`config.mk`:
```
export PLATFORM = sky130hd
export DESIGN_NAME = low_power_mode_control
export DESIGN_NICKNAME = d
export VERILOG_FILES = /design/src/design/lpm_pkg.sv /design/src/design/low_power_mode_control.sv
export SDC_FILE = /design/constraint.sdc
export NUM_CORES = 1
export LEC_CHECK = 0
export BUFFER_PORTS_ARGS = -buffer_cell sky130_fd_sc_hd__clkbuf_2
export CAP_MARGIN = 20
export CELL_PAD_IN_SITES_DETAIL_PLACEMENT = 1
export CELL_PAD_IN_SITES_GLOBAL_PLACEMENT = 1
export CORE_MARGIN = 2
export CORE_UTILIZATION = 47
export DETAILED_ROUTE_END_ITERATION = 7
export PLACE_DENSITY = 0.92
export SLEW_MARGIN = 5
export SYNTH_ARGS = -nofsm -noshare
export SYNTH_HDL_FRONTEND = slang
export SYNTH_SLANG_ARGS = --single-unit
```
`constraint.sdc`:
```
create_clock -name aclk -period 5.56 [get_ports aclk]
set_input_delay 0.556 -clock aclk [delete_from_list [all_inputs] [get_ports aclk]]
set_output_delay 0.556 -clock aclk [all_outputs]
set_load 0.05 [all_outputs]
```
`src/design/lpm_pkg.sv`:
```
// Constants shared by the low-power mode controller and its bench.
// Assumes a 40 MHz system clock and a 32-bit AXI4-Lite register bus.
package lpm_pkg;

  // ********************************
  // Register map
  // ********************************
  localparam logic [7:0] OSC_CTRL_OFF = 8'h00;
  localparam logic [7:0] PB_CTRL_OFF = 8'h04;
  localparam logic [7:0] STOP_IDLE_OFF = 8'h08;
  localparam logic [7:0] MODE_STAT_OFF = 8'h0C;
  localparam logic [7:0] IRQ_STAT_OFF = 8'h10;
  localparam logic [7:0] IRQ_MASK_OFF = 8'h14;

  // ********************************
  // Fields and reset values
  // ********************************
  localparam int CLK_SRC_LSB = 0;
  localparam int FAIL_MON_BIT = 2;
  localparam int WDOG_EN_BIT = 3;
  localparam int SLEEP_SEL_BIT = 4;
  localparam int CPU_DIV_LSB = 5;
  localparam int PB_DIV_W = 3;
  localparam int PB_EN_BIT = 3;
  localparam int EV_SLEEP = 0;
  localparam int EV_IDLE = 1;
  localparam int EV_RUN = 2;
  localparam int EV_WDOG = 3;
  localparam int EV_N = 4;
  localparam logic [31:0] OSC_CTRL_RST = 32'h0000_0004;
  localparam logic [31:0] PB_CTRL_RST = 32'h8888_8888;
  localparam logic [31:0] STOP_IDLE_RST = 32'h0000_0000;
  localparam logic [3:0] IRQ_MASK_RST = 4'h0;
  localparam logic [1:0] RESP_OKAY = 2'b00;
  localparam logic [1:0] RESP_SLVERR = 2'b10;

  // ********************************
  // Clock sources and wake-up delays
  // ********************************
  localparam logic [1:0] SRC_FRC = 2'b00;
  localparam logic [1:0] SRC_POSC = 2'b01;
  localparam logic [1:0] SRC_SOSC = 2'b10;
  localparam logic [1:0] SRC_SLOW_RC = 2'b11;
  localparam int CLK_PERIOD_NS = 25;
  localparam int WAKE_FRC_NS = 250;
  localparam int WAKE_POSC_NS = 2000;
  localparam int WAKE_SOSC_NS = 10000;
  localparam int WAKE_SLOW_RC_NS = 5000;
  localparam int WAKE_FRC_CYC = (WAKE_FRC_NS + CLK_PERIOD_NS - 1) / CLK_PERIOD_NS;
  localparam int WAKE_POSC_CYC = (WAKE_POSC_NS + CLK_PERIOD_NS - 1) / CLK_PERIOD_NS;
  localparam int WAKE_SOSC_CYC = (WAKE_SOSC_NS + CLK_PERIOD_NS - 1) / CLK_PERIOD_NS;
  localparam int WAKE_SLOW_RC_CYC = (WAKE_SLOW_RC_NS + CLK_PERIOD_NS - 1) / CLK_PERIOD_NS;

  // Gray order along run, sleep, wake-up, idle and back to run.
  typedef enum logic [1:0] {
    ST_RUN = 2'b00,
    ST_SLEEP = 2'b01,
    ST_WAKE = 2'b11,
    ST_IDLE = 2'b10
  } pwr_state_e;

endpackage

```
`src/design/low_power_mode_control.sv`:
```
// Power mode controller: run, idle and sleep, with clock gating and wake-up.
// Assumes synchronous inputs on aclk; wait_req is a one-cycle pulse.
//
// The implementer's own choices: the AXI4-Lite slave port and the register offsets.
`timescale 1ns/10ps
module low_power_mode_control #(
  parameter int NB = 8,
  parameter int NP = 8,
  parameter int PRIO_W = 3,
  parameter logic [7:0] SLEEP_OK = 8'hF0
) (
  // Clock and reset
  input wire logic aclk,
  input wire logic aresetn,
  // AXI4-Lite write
  input wire logic [7:0] s_axi_awaddr,
  input wire logic s_axi_awvalid,
  output logic s_axi_awready,
  input wire logic [31:0] s_axi_wdata,
  input wire logic [3:0] s_axi_wstrb,
  input wire logic s_axi_wvalid,
  output logic s_axi_wready,
  output logic [1:0] s_axi_bresp,
  output logic s_axi_bvalid,
  input wire logic s_axi_bready,
  // AXI4-Lite read
  input wire logic [7:0] s_axi_araddr,
  input wire logic s_axi_arvalid,
  output logic s_axi_arready,
  output logic [31:0] s_axi_rdata,
  output logic [1:0] s_axi_rresp,
  output logic s_axi_rvalid,
  input wire logic s_axi_rready,
  // CPU and interrupt controller
  input wire logic wait_req,
  input wire logic [PRIO_W-1:0] cpu_prio,
  input wire logic int_req,
  input wire logic [PRIO_W-1:0] int_prio,
  input wire logic int_sleep_src,
  input wire logic dev_reset_req,
  input wire logic watchdog_timeout,
  // Clock and power controls
  output logic cpu_halt,
  output logic sys_clk_en,
  output logic [1:0] clk_src,
  output logic [2:0] cpu_clk_div,
  output logic [NB-1:0] peripheral_bus_clock,
  output logic [NP-1:0] periph_run,
  output logic clock_fail_monitor,
  output logic brownout_reset,
  output logic watchdog,
  output logic irq
);

  // ********************************
  // Registers and state
  // ********************************
  logic [31:0] osc_ctrl_q;
  logic [31:0] pb_ctrl_q;
  logic [NP-1:0] stop_idle_q;
  logic [lpm_pkg::EV_N-1:0] irq_stat_q;
  logic [lpm_pkg::EV_N-1:0] irq_mask_q;
  lpm_pkg::pwr_state_e state_q;
  lpm_pkg::pwr_state_e state_d;
  logic [15:0] wake_cnt_q;
  logic [15:0] wake_load;
  logic [lpm_pkg::EV_N-1:0] ev;
  logic aw_have_q;
  logic w_have_q;
  logic [7:0] aw_addr_q;
  logic [31:0] w_data_q;
  logic [3:0] w_strb_q;
  logic wr_go;
  logic [31:0] wmask;
  logic [31:0] rd_word;
  logic rd_hit;
  logic wr_hit;
  logic sleep_select_bit;
  logic wake_high;

  assign sleep_select_bit = osc_ctrl_q[lpm_pkg::SLEEP_SEL_BIT];
  assign wake_high = int_req && (int_prio > cpu_prio);

  // ********************************
  // Mode sequencer
  // ********************************
  always_comb begin
    state_d = state_q;
    unique case (state_q)
      lpm_pkg::ST_RUN: begin
        if (wait_req && !dev_reset_req) begin
          if (sleep_select_bit) begin
            state_d = lpm_pkg::ST_SLEEP;
          end else begin
            state_d = lpm_pkg::ST_IDLE;
          end
        end
      end
      lpm_pkg::ST_SLEEP: begin
        if (dev_reset_req) begin
          state_d = lpm_pkg::ST_RUN;
        end else if (watchdog_timeout) begin
          state_d = lpm_pkg::ST_WAKE;
        end else if (int_req && int_sleep_src) begin
          if (wake_high) begin
            state_d = lpm_pkg::ST_WAKE;
          end else begin
            state_d = lpm_pkg::ST_IDLE;
          end
        end
      end
      lpm_pkg::ST_WAKE: begin
        if (dev_reset_req || wake_cnt_q == 16'h0000) begin
          state_d = lpm_pkg::ST_RUN;
        end
      end
      lpm_pkg::ST_IDLE: begin
        if (dev_reset_req || watchdog_timeout || wake_high) begin
          state_d = lpm_pkg::ST_RUN;
        end
      end
    endcase
  end

  always_ff @(posedge aclk) begin
    if (!aresetn) begin
      state_q <= lpm_pkg::ST_RUN;
    end else begin
      state_q <= state_d;
    end
  end

  // The oscillator restart time depends on the source that was running.
  always_comb begin
    unique case (osc_ctrl_q[lpm_pkg::CLK_SRC_LSB +: 2])
      lpm_pkg::SRC_FRC: wake_load = 16'(lpm_pkg::WAKE_FRC_CYC - 1);
      lpm_pkg::SRC_POSC: wake_load = 16'(lpm_pkg::WAKE_POSC_CYC - 1);
      lpm_pkg::SRC_SOSC: wake_load = 16'(lpm_pkg::WAKE_SOSC_CYC - 1);
      lpm_pkg::SRC_SLOW_RC: wake_load = 16'(lpm_pkg::WAKE_SLOW_RC_CYC - 1);
    endcase
  end

  always_ff @(posedge aclk) begin
    if (!aresetn) begin
      wake_cnt_q <= 16'h0000;
    end else if (state_q != lpm_pkg::ST_WAKE && state_d == lpm_pkg::ST_WAKE) begin
      wake_cnt_q <= wake_load;
    end else if (wake_cnt_q != 16'h0000) begin
      wake_cnt_q <= wake_cnt_q - 16'h0001;
    end
  end

  function automatic logic sys_clk_en_next(lpm_pkg::pwr_state_e s);
    sys_clk_en_next = s == lpm_pkg::ST_RUN || s == lpm_pkg::ST_IDLE;
  endfunction

  // ********************************
  // Clock and power outputs
  // ********************************
  always_ff @(posedge aclk) begin
    if (!aresetn) begin
      cpu_halt <= 1'b0;
      sys_clk_en <= 1'b1;
      clock_fail_monitor <= 1'b0;
      brownout_reset <= 1'b0;
      watchdog <= 1'b0;
      clk_src <= 2'b00;
      cpu_clk_div <= 3'b000;
    end else begin
      cpu_halt <= state_d != lpm_pkg::ST_RUN;
      sys_clk_en <= state_d == lpm_pkg::ST_RUN || state_d == lpm_pkg::ST_IDLE;
      clock_fail_monitor <= osc_ctrl_q[lpm_pkg::FAIL_MON_BIT] && sys_clk_en_next(state_d);
      brownout_reset <= 1'b1;
      // Mode changes never touch the watchdog, so its count carries on.
      watchdog <= osc_ctrl_q[lpm_pkg::WDOG_EN_BIT];
      clk_src <= osc_ctrl_q[lpm_pkg::CLK_SRC_LSB +: 2];
      cpu_clk_div <= osc_ctrl_q[lpm_pkg::CPU_DIV_LSB +: 3];
    end
  end

  for (genvar i = 0; i < NP; i++) begin : g_periph
    always_ff @(posedge aclk) begin
      if (!aresetn) begin
        periph_run[i] <= 1'b1;
      end else begin
        unique case (state_d)
          lpm_pkg::ST_RUN: periph_run[i] <= 1'b1;
          lpm_pkg::ST_IDLE: periph_run[i] <= !stop_idle_q[i];
          lpm_pkg::ST_SLEEP, lpm_pkg::ST_WAKE: periph_run[i] <= SLEEP_OK[i];
        endcase
      end
    end
  end

  // Each bus gets a one-cycle clock enable every 2^div cycles.
  for (genvar b = 0; b < NB; b++) begin : g_bus
    logic [7:0] div_cnt_q;
    logic [7:0] div_mask;
    assign div_mask = (8'h01 << pb_ctrl_q[4*b +: lpm_pkg::PB_DIV_W]) - 8'h01;
    always_ff @(posedge aclk) begin
      if (!aresetn) begin
        div_cnt_q <= 8'h00;
        peripheral_bus_clock[b] <= 1'b0;
      end else begin
        div_cnt_q <= div_cnt_q + 8'h01;
        peripheral_bus_clock[b] <= pb_ctrl_q[4*b + lpm_pkg::PB_EN_BIT]
          && sys_clk_en_next(state_d) && (div_cnt_q & div_mask) == 8'h00;
      end
    end
  end

  // ********************************
  // Events and interrupt
  // ********************************
  always_comb begin
    ev = '0;
    ev[lpm_pkg::EV_SLEEP] = state_q != lpm_pkg::ST_SLEEP && state_d == lpm_pkg::ST_SLEEP;
    ev[lpm_pkg::EV_IDLE] = state_q != lpm_pkg::ST_IDLE && state_d == lpm_pkg::ST_IDLE;
    ev[lpm_pkg::EV_RUN] = state_q != lpm_pkg::ST_RUN && state_d == lpm_pkg::ST_RUN;
    ev[lpm_pkg::EV_WDOG] = watchdog_timeout && state_q != lpm_pkg::ST_RUN;
  end

  // A set in the same cycle as a write-one clear wins.
  always_ff @(posedge aclk) begin
    if (!aresetn) begin
      irq_stat_q <= '0;
    end else begin
      irq_stat_q <= (irq_stat_q & ~(wr_go && aw_addr_q == lpm_pkg::IRQ_STAT_OFF
        ? w_data_q[lpm_pkg::EV_N-1:0] & wmask[lpm_pkg::EV_N-1:0] : '0)) | ev;
    end
  end

  always_ff @(posedge aclk) begin
    if (!aresetn) begin
      irq <= 1'b0;
    end else begin
      irq <= |(irq_stat_q & irq_mask_q);
    end
  end

  // ********************************
  // AXI4-Lite write path
  // ********************************
  assign wr_go = aw_have_q && w_have_q && !s_axi_bvalid;
  for (genvar k = 0; k < 4; k++) begin : g_mask
    assign wmask[8*k +: 8] = {8{w_strb_q[k]}};
  end
  assign wr_hit = aw_addr_q == lpm_pkg::OSC_CTRL_OFF || aw_addr_q == lpm_pkg::PB_CTRL_OFF
    || aw_addr_q == lpm_pkg::STOP_IDLE_OFF || aw_addr_q == lpm_pkg::MODE_STAT_OFF
    || aw_addr_q == lpm_pkg::IRQ_STAT_OFF || aw_addr_q == lpm_pkg::IRQ_MASK_OFF;

  always_ff @(posedge aclk) begin
    if (!aresetn) begin
      aw_have_q <= 1'b0;
      aw_addr_q <= 8'h00;
      s_axi_awready <= 1'b0;
    end else if (s_axi_awvalid && s_axi_awready) begin
      aw_have_q <= 1'b1;
      aw_addr_q <= {s_axi_awaddr[7:2], 2'b00};
      s_axi_awready <= 1'b0;
    end else if (s_axi_bvalid && s_axi_bready) begin
      aw_have_q <= 1'b0;
      s_axi_awready <= 1'b1;
    end else begin
      s_axi_awready <= !aw_have_q;
    end
  end

  always_ff @(posedge aclk) begin
    if (!aresetn) begin
      w_have_q <= 1'b0;
      w_data_q <= 32'h0000_0000;
      w_strb_q <= 4'h0;
      s_axi_wready <= 1'b0;
    end else if (s_axi_wvalid && s_axi_wready) begin
      w_have_q <= 1'b1;
      w_data_q <= s_axi_wdata;
      w_strb_q <= s_axi_wstrb;
      s_axi_wready <= 1'b0;
    end else if (s_axi_bvalid && s_axi_bready) begin
      w_have_q <= 1'b0;
      s_axi_wready <= 1'b1;
    end else begin
      s_axi_wready <= !w_have_q;
    end
  end

  always_ff @(posedge aclk) begin
    if (!aresetn) begin
      s_axi_bvalid <= 1'b0;
      s_axi_bresp <= lpm_pkg::RESP_OKAY;
    end else if (wr_go) begin
      s_axi_bvalid <= 1'b1;
      s_axi_bresp <= wr_hit ? lpm_pkg::RESP_OKAY : lpm_pkg::RESP_SLVERR;
    end else if (s_axi_bready) begin
      s_axi_bvalid <= 1'b0;
    end
  end

  always_ff @(posedge aclk) begin
    if (!aresetn) begin
      osc_ctrl_q <= lpm_pkg::OSC_CTRL_RST;
      pb_ctrl_q <= lpm_pkg::PB_CTRL_RST;
      stop_idle_q <= lpm_pkg::STOP_IDLE_RST[NP-1:0];
      irq_mask_q <= lpm_pkg::IRQ_MASK_RST;
    end else if (wr_go) begin
      unique case (aw_addr_q)
        lpm_pkg::OSC_CTRL_OFF: osc_ctrl_q <= (osc_ctrl_q & ~wmask) | (w_data_q & wmask & 32'h0000_00FF);
        lpm_pkg::PB_CTRL_OFF: pb_ctrl_q <= (pb_ctrl_q & ~wmask) | (w_data_q & wmask);
        lpm_pkg::STOP_IDLE_OFF: stop_idle_q <= (stop_idle_q & ~wmask[NP-1:0]) | (w_data_q[NP-1:0] & wmask[NP-1:0]);
        lpm_pkg::IRQ_MASK_OFF: irq_mask_q <= (irq_mask_q & ~wmask[3:0]) | (w_data_q[3:0] & wmask[3:0]);
        default: ;
      endcase
    end
  end

  // ********************************
  // AXI4-Lite read path
  // ********************************
  always_comb begin
    rd_word = 32'h0000_0000;
    rd_hit = 1'b1;
    unique case ({s_axi_araddr[7:2], 2'b00})
      lpm_pkg::OSC_CTRL_OFF: rd_word = osc_ctrl_q;
      lpm_pkg::PB_CTRL_OFF: rd_word = pb_ctrl_q;
      lpm_pkg::STOP_IDLE_OFF: rd_word[NP-1:0] = stop_idle_q;
      lpm_pkg::MODE_STAT_OFF: rd_word[1:0] = state_q;
      lpm_pkg::IRQ_STAT_OFF: rd_word[3:0] = irq_stat_q;
      lpm_pkg::IRQ_MASK_OFF: rd_word[3:0] = irq_mask_q;
      default: rd_hit = 1'b0;
    endcase
  end

  always_ff @(posedge aclk) begin
    if (!aresetn) begin
      s_axi_arready <= 1'b0;
      s_axi_rvalid <= 1'b0;
      s_axi_rdata <= 32'h0000_0000;
      s_axi_rresp <= lpm_pkg::RESP_OKAY;
    end else if (s_axi_arvalid && s_axi_arready) begin
      s_axi_arready <= 1'b0;
      s_axi_rvalid <= 1'b1;
      s_axi_rdata <= rd_word;
      s_axi_rresp <= rd_hit ? lpm_pkg::RESP_OKAY : lpm_pkg::RESP_SLVERR;
    end else if (s_axi_rvalid && s_axi_rready) begin
      s_axi_rvalid <= 1'b0;
      s_axi_arready <= 1'b1;
    end else begin
      s_axi_arready <= !s_axi_rvalid;
    end
  end

endmodule

```
==> out/qor.yml <==
setup_path:
  r2r_slack_ns: 2.56
  slowest_stage: "nor4b_2"
  path_class: "flip-flop to flip-flop"
  worstPathRequired_ns: 5.95
  crit_path_frequent_cell: "nand2_1"
  path_buf_inv: 0
  critPathTopFamily: "simple AND/OR/NAND/NOR gates"
  reg2regPathDepth: 6
  r2r-start: "s_axi_bvalid"
  crit_arrival_ns: 3.40
  critPathCaptureType: "flip-flop"
  crit_fanout: 8
  path_cells: "nand3b_1 > or4_1 > nor4b_2 > nand2_1 > nand2_1 > nand3_1"
  start_kind: "flip-flop"
  cp_slowest_stage_delay_ns: 0.94
power_and_ir_drop:
  p_comb_share_pct: 11.0
  sequentialPowerShare_pct: 45.7
  p_int_mw: 3.31
  power_leakage_nw: 4.97
  power.switching_mw: 1.17
  pwr-share-clk_pct: 43.4
  power_density_nw_per_um2: 363
  irDropWorstVdd_mv: 0.260
  switching_share_pct: 26.0
die:
  start_util_pct: 48.0
  rows: 54
  ios: 138
  fp.dieH_um: 153
  core_area_um2: 21800
  die_width_um: 153
  die_area_um2: 23500
clocking:
  cts_setup_buffers: 0
  clkTransAtPathRegs_ns: 0.07
  cts.sinks: 264
  cts_tree: "done"
  cts-root-buf: "clkbuf_16"
  postCtsHoldBufs: 0
  clk_latency_ns: 0.55
  ctsResizeCount: 0
  htreeDepth: 1
  clockBufferDepth: 3
  cts_made_buffers: 28
cells_and_area:
  drive_gt1_share_pct: 16.0
  fillers: 2588
  finalNetCount: 1398
  final_cells: 1614
  syn_to_final_growth_pct: 17.6
  diodes: 0
  finalCoreUtilization_pct: 56.5
sta:
  finalSetupTns_ns: 0
  relSlewSlack_pct: 25.2
  fin_crit_ns: 3.00
  finalClockSkew_ns: 0.0196
  setup-violations-final: 0
  worst_pin_slew_ns: 1.11
  fmax_ghz: 0.333
  rsz0062_at_grt: "no"
  hold_violations: 0
  period_share_pct: 54.0
  drv_slew: 0
synthesis:
  ys_top_cells_by_area: "dfxtp_1, nand2_1, a21oi_1"
  synth_top_area_cell: "dfxtp_1"
  syn_avg_cell_area_um2: 8.75
  synth_top_area_share_pct: 50.4
  async_flop_share_pct: 0
  ys_seq_area_share_pct: 50.4
  synth-edff-count: 0
  yosys-top-cells-count: "dfxtp_1, nand2_1, a21oi_1"
  ys_types: 61
  synth-seq-cells: 264
  synth_top_flop_cell: "dfxtp_1"
  synthCells: 1198
  synth_area_um2: 10500
  yosysWarnings: 0
  yosysMostFrequentCell: "dfxtp_1"
worst_hold_path:
  hp-class: "primary input to flip-flop"
  hp-start: "s_axi_wstrb[3]"
  hold_end: "w_strb_q[3]"
  worst_hold_path.num_cells: 3
detailed_routing:
  vias: 9264
  drtPass1Iterations: 5
  drc: 0
  wl_per_cell_um: 19.5
  drt_iter0_markers: 459
  routed_wl_um: 31500
  antenna_left: 0
  routed_via_density: 5.74
flow_run:
  cap_violations: 0
place:
  gp_congestion: 0.828
  place_inst: 1560
  io_buffers: 131
  place_hpwl_um: 19600
grt:
  grt_antenna_before_repair: 0
  grt_max_degree: 67
  grt_pass1_wl_um: 51300
  grt_usage_pct: 26.5
  grt_pass1_vias: 9919
  grt.overflow.total: 0
outcome:
  status: "complete, no violations"
worst max path at each step:
| stage | end | cells past startpoint | from | slack [ns] |
|---|---|---|---|---|
| after floorplan | wake_cnt_q[6] | 7 | cpu_prio[1] | 2.73 |
| after global placement | wake_cnt_q[8] | 8 | cpu_prio[1] | 2.13 |
| after detailed placement | wake_cnt_q[6] | 8 | cpu_prio[1] | 2.07 |
| after CTS | wake_cnt_q[6] | 8 | cpu_prio[1] | 2.63 |
| after global routing | wake_cnt_q[8] | 8 | cpu_prio[1] | 2.40 |
| final | flip-flop | 6 | s_axi_bvalid | 2.56 |
worst reg2reg max path, delay by kind of cell, from the launching register on:
family           cells  cell delay (ns)
DFF                  1             0.34
and+or+nand+nor      6             2.49
per-stage QoR:
step	total power, mW	setup WS (ns)	cell area, µm²	hold WS, ns
finish	4.48	2.56	12300	0.232
global route	4.64	2.40	12300	0.237
CTS	4.50	2.63	12300	0.217
detailed placement	2.55	2.07	11300	0.400
global placement	2.52	2.13	11300	0.390
floorplan	2.41	2.73	10500	0.371
power groups by stage:
stage                     clock network [mW]  registers, mW  logic (mW)
after CTS                               1.97           2.04       0.492
final                                   1.94           2.04       0.491
after global routing                    2.04           2.05       0.546
after detailed placement                   0           2.08       0.473
after global placement                     0           2.07       0.444
after floorplan                            0           2.09       0.323
per-layer routing:
layer	GRT usage, %	wire (µm)	vias to the layer above
met5	0	0	-
met4	10.4	1230	0
met3	4.22	1620	100
met2	47.7	15900	281
met1	31.7	12800	4547
li1	-	-	4336
layout make-up:
| type | count | area (µm²) | area share [%] |
|---|---|---|---|
| repair buffers | 144 | 758 | 6.15 |
| multi-input cells | 851 | 4880 | 39.6 |
| clock buffers | 40 | 817 | 6.63 |
| flip-flops and latches | 264 | 5290 | 42.9 |
| inverters | 23 | 88.8 | 0.721 |
| well taps | 280 | 350 | 2.84 |
| clock inverters | 12 | 143 | 1.16 |
cells in the final DEF, fill, tap and decap left out, types with 5 or more instances in the layout:
| cell type | netlist | routed |
|---|---|---|
| nand3_1 | 46 | 46 |
| nor3_1 | 23 | 22 |
| clkbuf_16 | 0 | 29 |
| xnor2_1 | 23 | 23 |
| clkbuf_8 | 0 | 5 |
| a221oi_1 | 8 | 8 |
| and2_1 | 43 | 43 |
| clkbuf_2 | 0 | 132 |
| mux2i_1 | 25 | 25 |
| a22oi_1 | 26 | 26 |
| buf_4 | 2 | 11 |
| clkinv_2 | 0 | 7 |
| nor2_1 | 96 | 96 |
| or3_1 | 8 | 8 |
| ha_1 | 16 | 16 |
| nand2b_1 | 16 | 16 |
| a21oi_1 | 112 | 111 |
| and3_1 | 18 | 18 |
| mux2_2 | 10 | 10 |
| dfxtp_1 | 264 | 264 |
| o21ai_0 | 41 | 41 |
| nand2_1 | 219 | 219 |
| nor2b_1 | 9 | 9 |
| o211ai_1 | 8 | 8 |
| xor2_1 | 28 | 28 |
| clkbuf_1 | 47 | 6 |
| a211oi_1 | 7 | 7 |
| a21o_1 | 9 | 9 |
| inv_1 | 22 | 22 |
cells by family after synthesis:
kind of cell               synth area share, %
other                                   0.0358
AOI/OAI and AO/OA                         14.9
xor gates and xnor gates                  4.26
muxes                                     3.46
and+or+nand+nor                           21.8
adders and majority gates                 1.91
DFF                                       50.4
buffers and inverters                     3.19
Note: power is estimated with default switching activity, not from simulation.
